$ cat src/hw/hsfc_pkg.sv
// Constants for the host serial flow control block.
// Assumes a single 20 MHz core clock; all users qualify names with hsfc_pkg::.
package hsfc_pkg;

	// ==========================================================
	// Clock and serial timing
	localparam int CLK_HZ = 20_000_000;
	localparam int OVS = 16;
	localparam int BAUD_RATE [7] = '{300, 600, 1200, 2400, 4800, 9600, 19200};

	// ==========================================================
	// Register indices
	localparam logic [3:0] A_CTRL = 4'h0;
	localparam logic [3:0] A_START = 4'h1;
	localparam logic [3:0] A_STOP = 4'h2;
	localparam logic [3:0] A_XON = 4'h3;
	localparam logic [3:0] A_XOFF = 4'h4;
	localparam logic [3:0] A_BAUD = 4'h5;
	localparam logic [3:0] A_FAXRATE = 4'h6;
	localparam logic [3:0] A_LEVEL = 4'h7;
	localparam logic [3:0] A_FAXTHR = 4'h8;
	localparam logic [3:0] A_STATUS = 4'h9;

	// ==========================================================
	// Control field positions
	localparam int B_SWFLOW = 0;
	localparam int B_TRANS = 1;
	localparam int B_TRFLOW = 2;
	localparam int B_TXFLOW = 3;
	localparam int B_PERMIT = 4;
	localparam int B_XKF = 5;
	localparam int B_CHKSUM = 6;
	localparam int B_POLLED = 7;
	localparam int B_FAX = 8;
	localparam int B_EXTRST = 9;
	localparam int CTRL_W = 10;

	// ==========================================================
	// Values after reset and drive level limits
	localparam logic [9:0] CTRL_RST = 10'h011;
	localparam logic [7:0] START_RST = 8'h11;
	localparam logic [7:0] STOP_RST = 8'h13;
	localparam logic [7:0] XON_RST = 8'h11;
	localparam logic [7:0] XOFF_RST = 8'h13;
	localparam logic [2:0] BAUD_RST = 3'h5;
	localparam logic [15:0] FAXRATE_RST = 16'h0078;
	localparam logic [7:0] FAXTHR_RST = 8'h80;
	localparam logic [8:0] LEVEL_RST = 9'h064;
	localparam logic [8:0] LEVEL_MAX = 9'h1F6;
	localparam logic [8:0] LEVEL_FINE_MAX = 9'h0FF;

	// ==========================================================
	// Serial engine states
	typedef enum logic [1:0] {
		SER_IDLE = 2'b00,
		SER_START = 2'b01,
		SER_DATA = 2'b10,
		SER_STOP = 2'b11
	} hsfc_ser_t;

endpackage : hsfc_pkg

$ cat src/hw/hsfc_top.sv
// Host serial port logic: 8N1 link, flow control, status lines, fax bits.
// Assumes host pins are already synchronous to core_clk and that the core
// side presents bytes with valid/ready and a level asking to stop input.
`timescale 1ns/10ps
`default_nettype none

// Operation
// [RULE_01] Software flow: send pause/resume, obey stop/start
// [RULE_02] Conventional characters: start/resume 11, stop/pause 13
// [RULE_03] Software flow off: only handshake lines count
// [RULE_04] Any zero flow character disables software flow
// [RULE_05] Send pause character when input must stop
// [RULE_06] Send resume character when input may restart
// [RULE_07] Transparent mode consults receive/transmit flow settings
// [RULE_08] Transmit permit off inhibits radio keying only
// [RULE_09] Send to host only while RTS grants
// [RULE_10] CTS tells host to stop or resume
// [RULE_11] DSR high while powered
// [RULE_12] DCD follows connection of current stream
// [RULE_13] DTR input is ignored
// [RULE_14] Fax mode streams thresholded samples as bits
// [RULE_15] Checksum setting only with extended keyed framing
// [RULE_16] Polled setting only with extended keyed framing
// [RULE_17] Drive code 0..502, default 100, coarse above 255
// [RULE_18] External pin pulled low causes soft reset
// [RULE_19] Link is 8N1 at 300 to 19200 baud
// [RULE_20] Transparent without transmit flow throttles by CTS
// [RULE_21] Halt after at most the current character
// [RULE_22] Fax sampling instants from evenly spaced divider
module hsfc_top #(
	parameter int CLK_HZ = hsfc_pkg::CLK_HZ
) (
	input wire logic core_clk,
	input wire logic rst_n,
	input wire logic [3:0] reg_addr,
	input wire logic [15:0] reg_wdata,
	input wire logic reg_wr,
	input wire logic reg_rd,
	output logic [15:0] reg_rdata,
	input wire logic host_txd,
	output logic host_rxd,
	input wire logic host_rts,
	output logic host_cts,
	output logic host_dsr,
	output logic host_dcd,
	input wire logic host_dtr,
	input wire logic [7:0] tx_data,
	input wire logic tx_valid,
	output logic tx_ready,
	output logic [7:0] rx_data,
	output logic rx_valid,
	input wire logic rx_throttle,
	input wire logic link_connected,
	input wire logic [7:0] audio_sample,
	input wire logic radio_key_req,
	output logic radio_key,
	output logic [8:0] drive_level_code,
	output logic drive_coarse,
	output logic xkf_checksum_on,
	output logic xkf_polled_on,
	input wire logic external_input_pin,
	output logic soft_reset
);

	// ==========================================================
	// Reset release and external reset pin
	logic [1:0] rst_pipe_reg;
	logic rst_sync_n;
	logic ext_s1_reg, ext_s2_reg, ext_s3_reg;
	logic [hsfc_pkg::CTRL_W-1:0] ctrl_reg;

	always_ff @(posedge core_clk or negedge rst_n) begin
		if (!rst_n)
			rst_pipe_reg <= 2'h0;
		else
			rst_pipe_reg <= {rst_pipe_reg[0], 1'b1};
	end
	assign rst_sync_n = rst_pipe_reg[1];

	// Pin is mechanical; the second and third stages feed the edge detector
	always_ff @(posedge core_clk or negedge rst_sync_n) begin
		if (!rst_sync_n) begin
			ext_s1_reg <= 1'b1;
			ext_s2_reg <= 1'b1;
			ext_s3_reg <= 1'b1;
			soft_reset <= 1'b0;
		end else begin
			ext_s1_reg <= external_input_pin;
			ext_s2_reg <= ext_s1_reg;
			ext_s3_reg <= ext_s2_reg;
			soft_reset <= ctrl_reg[hsfc_pkg::B_EXTRST] && ext_s3_reg &&
				!ext_s2_reg; // RULE_18
		end
	end

	// ==========================================================
	// Register file
	logic [7:0] start_chr_reg, stop_chr_reg, xon_chr_reg, xoff_chr_reg;
	logic [7:0] fax_thr_reg;
	logic [2:0] baud_sel_reg;
	logic [15:0] fax_rate_reg;
	logic [7:0] status;
	logic halt_sw_reg, paused_reg;
	logic sw_active, recog_en, send_en;

	always_ff @(posedge core_clk or negedge rst_sync_n) begin
		if (!rst_sync_n) begin
			ctrl_reg <= hsfc_pkg::CTRL_RST;
			start_chr_reg <= hsfc_pkg::START_RST; // RULE_02
			stop_chr_reg <= hsfc_pkg::STOP_RST;
			xon_chr_reg <= hsfc_pkg::XON_RST;
			xoff_chr_reg <= hsfc_pkg::XOFF_RST;
			baud_sel_reg <= hsfc_pkg::BAUD_RST;
			fax_rate_reg <= hsfc_pkg::FAXRATE_RST;
			fax_thr_reg <= hsfc_pkg::FAXTHR_RST;
			drive_level_code <= hsfc_pkg::LEVEL_RST;
			drive_coarse <= 1'b0;
		end else if (reg_wr) begin
			case (reg_addr)
				hsfc_pkg::A_CTRL: ctrl_reg <= reg_wdata[hsfc_pkg::CTRL_W-1:0];
				hsfc_pkg::A_START: start_chr_reg <= reg_wdata[7:0];
				hsfc_pkg::A_STOP: stop_chr_reg <= reg_wdata[7:0];
				hsfc_pkg::A_XON: xon_chr_reg <= reg_wdata[7:0];
				hsfc_pkg::A_XOFF: xoff_chr_reg <= reg_wdata[7:0];
				hsfc_pkg::A_BAUD: begin
					// Codes past the fastest rate fall back to it
					if (reg_wdata[2:0] > 3'h6)
						baud_sel_reg <= 3'h6;
					else
						baud_sel_reg <= reg_wdata[2:0]; // RULE_19
				end
				hsfc_pkg::A_FAXRATE: fax_rate_reg <= reg_wdata;
				hsfc_pkg::A_FAXTHR: fax_thr_reg <= reg_wdata[7:0];
				hsfc_pkg::A_LEVEL: begin
					if (reg_wdata > 16'(hsfc_pkg::LEVEL_MAX)) begin
						drive_level_code <= hsfc_pkg::LEVEL_MAX; // RULE_17
						drive_coarse <= 1'b1;
					end else begin
						drive_level_code <= reg_wdata[8:0];
						drive_coarse <= reg_wdata[8:0] > hsfc_pkg::LEVEL_FINE_MAX;
					end
				end
				default: ;
			endcase
		end
	end

	// The host DTR level is left out of status on purpose // RULE_13
	assign status = {recog_en, send_en, sw_active, paused_reg, host_dcd,
		host_cts, host_rts, halt_sw_reg};

	always_ff @(posedge core_clk or negedge rst_sync_n) begin
		if (!rst_sync_n) begin
			reg_rdata <= 16'h0000;
		end else if (reg_rd) begin
			case (reg_addr)
				hsfc_pkg::A_CTRL: reg_rdata <= 16'(ctrl_reg);
				hsfc_pkg::A_START: reg_rdata <= {8'h00, start_chr_reg};
				hsfc_pkg::A_STOP: reg_rdata <= {8'h00, stop_chr_reg};
				hsfc_pkg::A_XON: reg_rdata <= {8'h00, xon_chr_reg};
				hsfc_pkg::A_XOFF: reg_rdata <= {8'h00, xoff_chr_reg};
				hsfc_pkg::A_BAUD: reg_rdata <= {13'h0000, baud_sel_reg};
				hsfc_pkg::A_FAXRATE: reg_rdata <= fax_rate_reg;
				hsfc_pkg::A_FAXTHR: reg_rdata <= {8'h00, fax_thr_reg};
				hsfc_pkg::A_LEVEL: reg_rdata <= {7'h00, drive_level_code};
				hsfc_pkg::A_STATUS: reg_rdata <= {8'h00, status};
				default: reg_rdata <= 16'h0000;
			endcase
		end else begin
			reg_rdata <= 16'h0000;
		end
	end

	// ==========================================================
	// Flow mode decode
	always_comb begin
		sw_active = ctrl_reg[hsfc_pkg::B_SWFLOW] && start_chr_reg != 8'h00 &&
			stop_chr_reg != 8'h00 && xon_chr_reg != 8'h00 &&
			xoff_chr_reg != 8'h00; // RULE_04
		recog_en = sw_active && !(ctrl_reg[hsfc_pkg::B_TRANS] &&
			ctrl_reg[hsfc_pkg::B_TRFLOW]); // RULE_07
		send_en = sw_active && (!ctrl_reg[hsfc_pkg::B_TRANS] ||
			ctrl_reg[hsfc_pkg::B_TXFLOW]); // RULE_20
	end

	// ==========================================================
	// Oversampling tick, sixteen per bit
	function automatic logic [12:0] baud_div(input logic [2:0] sel);
		case (sel)
			3'h0: baud_div = 13'(CLK_HZ / (hsfc_pkg::OVS * hsfc_pkg::BAUD_RATE[0]) - 1);
			3'h1: baud_div = 13'(CLK_HZ / (hsfc_pkg::OVS * hsfc_pkg::BAUD_RATE[1]) - 1);
			3'h2: baud_div = 13'(CLK_HZ / (hsfc_pkg::OVS * hsfc_pkg::BAUD_RATE[2]) - 1);
			3'h3: baud_div = 13'(CLK_HZ / (hsfc_pkg::OVS * hsfc_pkg::BAUD_RATE[3]) - 1);
			3'h4: baud_div = 13'(CLK_HZ / (hsfc_pkg::OVS * hsfc_pkg::BAUD_RATE[4]) - 1);
			3'h5: baud_div = 13'(CLK_HZ / (hsfc_pkg::OVS * hsfc_pkg::BAUD_RATE[5]) - 1);
			default: baud_div = 13'(CLK_HZ / (hsfc_pkg::OVS * hsfc_pkg::BAUD_RATE[6]) - 1);
		endcase
	endfunction : baud_div

	logic [12:0] baud_cnt_reg;
	logic ovs_tick_reg;

	always_ff @(posedge core_clk or negedge rst_sync_n) begin
		if (!rst_sync_n) begin
			baud_cnt_reg <= 13'h0000;
			ovs_tick_reg <= 1'b0;
		end else if (baud_cnt_reg == 13'h0000) begin
			baud_cnt_reg <= baud_div(baud_sel_reg); // RULE_19
			ovs_tick_reg <= 1'b1;
		end else begin
			baud_cnt_reg <= baud_cnt_reg - 13'h0001;
			ovs_tick_reg <= 1'b0;
		end
	end

	// ==========================================================
	// Receiver from host, 8N1, sampled mid-bit
	hsfc_pkg::hsfc_ser_t rxs_reg;
	logic [3:0] rx_ovs_reg;
	logic [2:0] rx_bit_reg;
	logic [7:0] rx_sh_reg;
	logic rx_done_reg, is_stop, is_start;

	always_ff @(posedge core_clk or negedge rst_sync_n) begin
		if (!rst_sync_n) begin
			rxs_reg <= hsfc_pkg::SER_IDLE;
			rx_ovs_reg <= 4'h0;
			rx_bit_reg <= 3'h0;
			rx_sh_reg <= 8'h00;
			rx_done_reg <= 1'b0;
		end else begin
			rx_done_reg <= 1'b0;
			if (ovs_tick_reg) begin
				rx_ovs_reg <= rx_ovs_reg + 4'h1;
				unique case (rxs_reg)
					hsfc_pkg::SER_IDLE: begin
						rx_ovs_reg <= 4'h0;
						if (!host_txd)
							rxs_reg <= hsfc_pkg::SER_START;
					end
					hsfc_pkg::SER_START: begin
						// A start bit shorter than half a bit is a glitch
						if (host_txd)
							rxs_reg <= hsfc_pkg::SER_IDLE;
						else if (rx_ovs_reg == 4'h7) begin
							rx_ovs_reg <= 4'h0;
							rx_bit_reg <= 3'h0;
							rxs_reg <= hsfc_pkg::SER_DATA;
						end
					end
					hsfc_pkg::SER_DATA: begin
						if (rx_ovs_reg == 4'hF) begin
							rx_sh_reg <= {host_txd, rx_sh_reg[7:1]};
							rx_bit_reg <= rx_bit_reg + 3'h1;
							if (rx_bit_reg == 3'h7)
								rxs_reg <= hsfc_pkg::SER_STOP;
						end
					end
					hsfc_pkg::SER_STOP: begin
						if (rx_ovs_reg == 4'hF) begin
							rx_done_reg <= host_txd; // RULE_19
							rxs_reg <= hsfc_pkg::SER_IDLE;
						end
					end
				endcase
			end
		end
	end

	assign is_stop = recog_en && rx_sh_reg == stop_chr_reg;
	assign is_start = recog_en && rx_sh_reg == start_chr_reg;

	// Recognised flow characters are consumed, not forwarded
	always_ff @(posedge core_clk or negedge rst_sync_n) begin
		if (!rst_sync_n) begin
			rx_valid <= 1'b0;
			rx_data <= 8'h00;
		end else begin
			rx_valid <= rx_done_reg && !is_stop && !is_start; // RULE_03
			if (rx_done_reg)
				rx_data <= rx_sh_reg;
		end
	end

	always_ff @(posedge core_clk or negedge rst_sync_n) begin
		if (!rst_sync_n)
			halt_sw_reg <= 1'b0;
		else if (soft_reset || !recog_en)
			halt_sw_reg <= 1'b0; // RULE_03
		else if (rx_done_reg && is_stop)
			halt_sw_reg <= 1'b1; // RULE_01
		else if (rx_done_reg && is_start)
			halt_sw_reg <= 1'b0;
	end

	// ==========================================================
	// Fax sampling: fractional divider keeps instants evenly spaced
	logic [24:0] fax_acc_reg;
	logic [25:0] fax_sum;
	logic fax_tick_reg, fax_full_reg;
	logic [7:0] fax_sh_reg, fax_byte_reg;
	logic [2:0] fax_cnt_reg;
	logic fax_mode, take_fax;

	assign fax_mode = ctrl_reg[hsfc_pkg::B_FAX];
	assign fax_sum = {1'b0, fax_acc_reg} + {10'h000, fax_rate_reg};

	always_ff @(posedge core_clk or negedge rst_sync_n) begin
		if (!rst_sync_n) begin
			fax_acc_reg <= 25'h000_0000;
			fax_tick_reg <= 1'b0;
		end else if (!fax_mode || soft_reset) begin
			fax_acc_reg <= 25'h000_0000;
			fax_tick_reg <= 1'b0;
		end else if (fax_sum >= 26'(CLK_HZ)) begin
			fax_acc_reg <= 25'(fax_sum - 26'(CLK_HZ)); // RULE_22
			fax_tick_reg <= 1'b1;
		end else begin
			fax_acc_reg <= fax_sum[24:0];
			fax_tick_reg <= 1'b0;
		end
	end

	// An unsent byte is overwritten: the picture tolerates a lost line
	always_ff @(posedge core_clk or negedge rst_sync_n) begin
		if (!rst_sync_n) begin
			fax_sh_reg <= 8'h00;
			fax_byte_reg <= 8'h00;
			fax_cnt_reg <= 3'h0;
			fax_full_reg <= 1'b0;
		end else if (!fax_mode || soft_reset) begin
			fax_cnt_reg <= 3'h0;
			fax_full_reg <= 1'b0;
		end else begin
			if (take_fax)
				fax_full_reg <= 1'b0;
			if (fax_tick_reg) begin
				fax_sh_reg <= {fax_sh_reg[6:0], audio_sample >= fax_thr_reg};
				fax_cnt_reg <= fax_cnt_reg + 3'h1;
				if (fax_cnt_reg == 3'h7) begin
					fax_byte_reg <= {fax_sh_reg[6:0],
						audio_sample >= fax_thr_reg}; // RULE_14
					fax_full_reg <= 1'b1;
				end
			end
		end
	end

	// ==========================================================
	// Transmitter to host
	hsfc_pkg::hsfc_ser_t txs_reg;
	logic [3:0] tx_ovs_reg;
	logic [2:0] tx_bit_reg;
	logic [7:0] tx_sh_reg, hold_reg;
	logic tx_idle, flow_req, take_flow, take_hold;

	always_comb begin
		tx_idle = txs_reg == hsfc_pkg::SER_IDLE;
		flow_req = send_en && (rx_throttle != paused_reg);
		// Halt is only looked at between characters // RULE_21
		take_flow = tx_idle && host_rts && flow_req; // RULE_09
		take_fax = tx_idle && host_rts && !flow_req && !halt_sw_reg &&
			fax_mode && fax_full_reg;
		take_hold = tx_idle && host_rts && !flow_req && !halt_sw_reg &&
			!fax_mode && !tx_ready;
	end

	always_ff @(posedge core_clk or negedge rst_sync_n) begin
		if (!rst_sync_n)
			paused_reg <= 1'b0;
		else if (soft_reset || !send_en)
			paused_reg <= 1'b0;
		else if (take_flow)
			paused_reg <= rx_throttle; // RULE_05 RULE_06
	end

	always_ff @(posedge core_clk or negedge rst_sync_n) begin
		if (!rst_sync_n) begin
			tx_ready <= 1'b1;
			hold_reg <= 8'h00;
		end else if (tx_valid && tx_ready) begin
			tx_ready <= 1'b0;
			hold_reg <= tx_data;
		end else if (take_hold) begin
			tx_ready <= 1'b1;
		end
	end

	// Start bit may run up to one tick short; well inside 8N1 tolerance
	always_ff @(posedge core_clk or negedge rst_sync_n) begin
		if (!rst_sync_n) begin
			txs_reg <= hsfc_pkg::SER_IDLE;
			tx_ovs_reg <= 4'h0;
			tx_bit_reg <= 3'h0;
			tx_sh_reg <= 8'h00;
			host_rxd <= 1'b1;
		end else if (tx_idle) begin
			tx_ovs_reg <= 4'h0;
			tx_bit_reg <= 3'h0;
			if (take_flow || take_fax || take_hold) begin
				txs_reg <= hsfc_pkg::SER_START;
				host_rxd <= 1'b0;
			end
			if (take_flow)
				tx_sh_reg <= rx_throttle ? xoff_chr_reg : xon_chr_reg; // RULE_01
			else if (take_fax)
				tx_sh_reg <= fax_byte_reg;
			else if (take_hold)
				tx_sh_reg <= hold_reg;
		end else if (ovs_tick_reg) begin
			tx_ovs_reg <= tx_ovs_reg + 4'h1;
			if (tx_ovs_reg == 4'hF) begin
				unique case (txs_reg)
					hsfc_pkg::SER_START: begin
						txs_reg <= hsfc_pkg::SER_DATA;
						host_rxd <= tx_sh_reg[0];
					end
					hsfc_pkg::SER_DATA: begin
						tx_bit_reg <= tx_bit_reg + 3'h1;
						if (tx_bit_reg == 3'h7) begin
							txs_reg <= hsfc_pkg::SER_STOP;
							host_rxd <= 1'b1;
						end else begin
							host_rxd <= tx_sh_reg[tx_bit_reg + 3'h1];
						end
					end
					hsfc_pkg::SER_STOP: txs_reg <= hsfc_pkg::SER_IDLE;
					hsfc_pkg::SER_IDLE: ;
				endcase
			end
		end
	end

	// ==========================================================
	// Status lines and mode outputs
	always_ff @(posedge core_clk or negedge rst_sync_n) begin
		if (!rst_sync_n) begin
			host_cts <= 1'b0;
			host_dsr <= 1'b1;
			host_dcd <= 1'b0;
			radio_key <= 1'b0;
			xkf_checksum_on <= 1'b0;
			xkf_polled_on <= 1'b0;
		end else begin
			host_cts <= send_en || !rx_throttle; // RULE_10
			host_dsr <= 1'b1; // RULE_11
			host_dcd <= link_connected; // RULE_12
			radio_key <= radio_key_req && ctrl_reg[hsfc_pkg::B_PERMIT]; // RULE_08
			xkf_checksum_on <= ctrl_reg[hsfc_pkg::B_XKF] &&
				ctrl_reg[hsfc_pkg::B_CHKSUM]; // RULE_15
			xkf_polled_on <= ctrl_reg[hsfc_pkg::B_XKF] &&
				ctrl_reg[hsfc_pkg::B_POLLED]; // RULE_16
		end
	end
endmodule : hsfc_top

`default_nettype wire

$ cat config.mk
export PLATFORM = sky130hd
export DESIGN_NAME = hsfc_top
export DESIGN_NICKNAME = d
export VERILOG_FILES = /design/src/hw/hsfc_pkg.sv /design/src/hw/hsfc_top.sv
export SDC_FILE = /design/constraint.sdc
export NUM_CORES = 1
export LEC_CHECK = 0
export ABC_AREA = 1
export BUFFER_PORTS_ARGS = -buffer_cell sky130_fd_sc_hd__buf_2
export CORE_AREA = 8 8 215 217
export CTS_CLUSTER_SIZE = 10
export DETAILED_ROUTE_END_ITERATION = 12
export DIE_AREA = 0 0 223 225
export HOLD_SLACK_MARGIN = 0.1
export PLACE_DENSITY_LB_ADDON = 0.25
export SYNTH_ARGS = -nofsm -noshare
export SYNTH_HDL_FRONTEND = slang
export SYNTH_SLANG_ARGS = --single-unit
$ cat constraint.sdc
create_clock -name core_clk -period 8.97 [get_ports core_clk]
set_input_delay 0.897 -clock core_clk [delete_from_list [all_inputs] [get_ports core_clk]]
set_output_delay 0.897 -clock core_clk [all_outputs]
set_load 0.02 [all_outputs]
==> results.sh <==
export IMPL_synthesis_area_per_instance_um2=7.63
export IMPL_ir_worst_vdd_v=0.000142
export IMPL_drive_above_1_share=0.145
export IMPL_detail_route_antenna_nets=0
export IMPL_maxCapViolations=0
export IMPL_avgRoutedWirePerCell_um=16.2
export IMPL_core_area_um2=42700
export IMPL_drc=0
export IMPL_drt_vias_per_instance=4.73
export IMPL_period_needed_ns=3.69
export IMPL_leakagePower_uw=0.00743
export IMPL_flip_flop_and_latch_count_after_synthesis=221
export IMPL_port_buffers=89
export IMPL_yosys_warns=0
export IMPL_netlist_area_um2=12700
export IMPL_inst_count_dp=2270
export IMPL_timing_critical_path_fanout_max=16
export IMPL_outcome="finished clean"
export IMPL_finalWirelength_um=37700
export IMPL_worstSetupStartpointType="flip-flop"
export IMPL_fin_worst_skew_ns=0.0112
export IMPL_synth_async_reset_ratio=1.00
export IMPL_post_cts_buffers=0
export IMPL_cellPowerDensity_nw_per_um2=220
export IMPL_report_final_hold_viol_count=0
export IMPL_rsz0062_at_grt="false"
export IMPL_place_ws_ns=5.34
export IMPL_cts_sinks=221
export IMPL_minimum_setup_slack_in_the_final_design_ns=5.28
export IMPL_design_die_area_um2=50200
export IMPL_number_of_flip_flops_in_the_largest_register=25
export IMPL_end_kind="flip-flop"
export IMPL_grt_pass1_wl_um=60500
export IMPL_number_of_flops_mapped_to_enable_cells_by_yosys=0
export IMPL_mostFrequentLayoutCell="sky130_fd_sc_hd__nand2_1"
export IMPL_most_common_flop_cell_mapped_by_yosys="sky130_fd_sc_hd__dfrtp_1"
export IMPL_grt_overflow_total=0
export IMPL_layout_common_cells="471 x sky130_fd_sc_hd__nand2_1, 215 x sky130_fd_sc_hd__inv_1, 193 x sky130_fd_sc_hd__dfrtp_1"
export IMPL_finalCritPeriodShare=0.411
export IMPL_synthCells=1665
export IMPL_effective_utilization_at_floorplan=0.298
export IMPL_layout_area_overhead_vs_synth_pct=14.5
export IMPL_critPathRequiredTime_ns=9.39
export IMPL_slew_headroom=0.320
export IMPL_setup_viol=0
export IMPL_min_delay_path_class="reg2reg"
export IMPL_num_nets_final=1842
export IMPL_final_total_negative_setup_slack_ns=0
export IMPL_final_instance_count_excl_fill=2321
export IMPL_fmax_mhz=271
export IMPL_die_w_um=223
export IMPL_cts_root_buf="sky130_fd_sc_hd__clkbuf_16"
export IMPL_floorplan_rows=76
export IMPL_routabilityCongestion=0.922
export IMPL_detailedPlacementHpwl_um=29100
export IMPL_die_height_um=225
export IMPL_pin_count_of_the_biggest_net_entering_global_routing=80
export IMPL_antenna_found_initial=2
export IMPL_fin_max_slew_vios=0
export IMPL_cts_tree="built"
export IMPL_cts_inserted_buffers=27
export IMPL_via_count_of_the_first_global_routing_pass=11037
export IMPL_cts_max_level=1
export IMPL_num_vias=10977
export IMPL_cts_clk_slew_worst_paths_ns=0.06
export IMPL_clock_latency_reported_for_the_late_side_of_the_worst_skew_pair_ns=0.56
export IMPL_antenna_cells=0
export IMPL_critPathArrivalTime_ns=4.10
export IMPL_design_power_total_uw=3200
export IMPL_track_usage=0.149
export IMPL_final_core_utilization=0.341
export IMPL_worst_setup_path_type="reg2reg"
export IMPL_tightestPinTransition_ns=1.02
export IMPL_ios=92
export IMPL_yosysSeqAreaShare=0.438
export IMPL_drt_iter0_markers=904
export IMPL_dr_pass1_iters=5
export IMPL_yosys_cell_types_count=53
export IMPL_clk_path_buf_depth=3
==> final timing paths <==
| kind | slack, ns | depth (start not counted) | end | from |
|---|---|---|---|---|
| hold / removal | 0.35 | 0 | rst_pipe_reg[1]$_DFF_PN0_ | rst_pipe_reg[0]$_DFF_PN0_ |
| max in group asynchronous | 6.85 | 1 | rx_bit_reg[0]$_DFFE_PN0P_ | rst_pipe_reg[1]$_DFF_PN0_ |
| setup reg to reg | 5.28 | 22 | fax_acc_reg[11]$_DFF_PN0_ | fax_rate_reg[0]$_DFFE_PN0P_ |
| min in group asynchronous | 0.51 | 0 | fax_acc_reg[15]$_DFF_PN0_ | rst_pipe_reg[1]$_DFF_PN0_ |
| hold reg to reg | 0.35 | 0 | rst_pipe_reg[1]$_DFF_PN0_ | rst_pipe_reg[0]$_DFF_PN0_ |
| setup / recovery | 5.28 | 22 | fax_acc_reg[11]$_DFF_PN0_ | fax_rate_reg[0]$_DFFE_PN0P_ |
==> layer usage <==
metal  wire length [um]  global-route usage
met4               1080              0.0438
met1              16800               0.192
met3               1700              0.0259
met5                  0                   0
met2              18100               0.254
==> what timing repair did <==
| item | CTS | global route |
|---|---|---|
| hold endpoints to repair | 2 | 0 |
| hold buffers | 1 | 0 |
| gates resized for setup | 0 | 0 |
==> per-stage QoR <==
stage | hold slack, ns | instance area [um^2]
2_1_floorplan | 0.331 | 12700
3_3_place_gp | 0.342 | 13700
3_5_place_dp | 0.343 | 13700
4_1_cts | 0.356 | 14600
5_1_grt | 0.357 | 14600
6_report | 0.355 | 14600
==> cell families (layout without fill, tap and decap cells) <==
logic type	Yosys count	in the layout	share of synthesized area
AOI/OAI and AO/OA	239	239	0.107
xor gates and xnor gates	33	33	0.0227
adders and majority gates	40	40	0.0400
buffers and inverters	273	382	0.0827
DFF	221	221	0.438
muxes	11	11	0.00975
other	1	2	0.000295
and+or+nand+nor	847	847	0.300
==> power breakdown <==
group	switching, uW	internal (uW)	total (uW)
clock	437	610	1050
sequential	122	1160	1280
combinational	583	294	877
total	1140	2060	3200
==> critical path: stages, from the launching register on <==
cell and delay [ns]:
sky130_fd_sc_hd__dfrtp_1 0.40, sky130_fd_sc_hd__ha_1 0.22, sky130_fd_sc_hd__inv_1 0.07, sky130_fd_sc_hd__fa_1 0.35
sky130_fd_sc_hd__inv_1 0.13, sky130_fd_sc_hd__nand2_1 0.12, sky130_fd_sc_hd__nand2_2 0.13, sky130_fd_sc_hd__nand3_2 0.10
sky130_fd_sc_hd__nand2_4 0.12, sky130_fd_sc_hd__xor2_1 0.22, sky130_fd_sc_hd__ha_1 0.26, sky130_fd_sc_hd__nand3_1 0.09
sky130_fd_sc_hd__a21oi_1 0.17, sky130_fd_sc_hd__and2_1 0.15, sky130_fd_sc_hd__nand3_1 0.12, sky130_fd_sc_hd__nor2_1 0.17
sky130_fd_sc_hd__nand3_1 0.14, sky130_fd_sc_hd__nor2_4 0.18, sky130_fd_sc_hd__nor2_8 0.09, sky130_fd_sc_hd__nand3_4 0.14
sky130_fd_sc_hd__nand2_1 0.08, sky130_fd_sc_hd__nand2_1 0.06, sky130_fd_sc_hd__nor2_1 0.04
==> cells in the mapped netlist (10+ instances only) <==
library cell	n	area share
sky130_fd_sc_hd__a21oi_1	35	0.014
sky130_fd_sc_hd__a221oi_1	12	0.0083
sky130_fd_sc_hd__clkbuf_1	27	0.0080
sky130_fd_sc_hd__dfrtp_1	194	0.38
sky130_fd_sc_hd__dfstp_2	27	0.056
sky130_fd_sc_hd__ha_1	39	0.038
sky130_fd_sc_hd__inv_1	215	0.064
sky130_fd_sc_hd__inv_2	19	0.0056
sky130_fd_sc_hd__mux2_2	11	0.0097
sky130_fd_sc_hd__nand2_1	471	0.14
sky130_fd_sc_hd__nand2_2	28	0.014
sky130_fd_sc_hd__nand2_4	12	0.011
sky130_fd_sc_hd__nand3_1	87	0.034
sky130_fd_sc_hd__nand3_2	11	0.0087
sky130_fd_sc_hd__nand4_1	40	0.020
sky130_fd_sc_hd__nor2_1	148	0.044
sky130_fd_sc_hd__nor3_1	17	0.0067
sky130_fd_sc_hd__o21ai_0	148	0.058
sky130_fd_sc_hd__xnor2_1	10	0.0069
sky130_fd_sc_hd__xor2_1	23	0.016
==> final cells by class <==
class / count / area [um^2]
Fill cell: 4594 / 28100
Sequential cell: 221 / 5570
Inverter: 238 / 893
Clock inverter: 3 / 57.6
Multi-Input combinational cell: 1172 / 6090
Timing Repair Buffer: 94 / 485
Clock buffer: 47 / 771
Tap cell: 546 / 683
No activity file was read; power rests on OpenSTA's default activity.
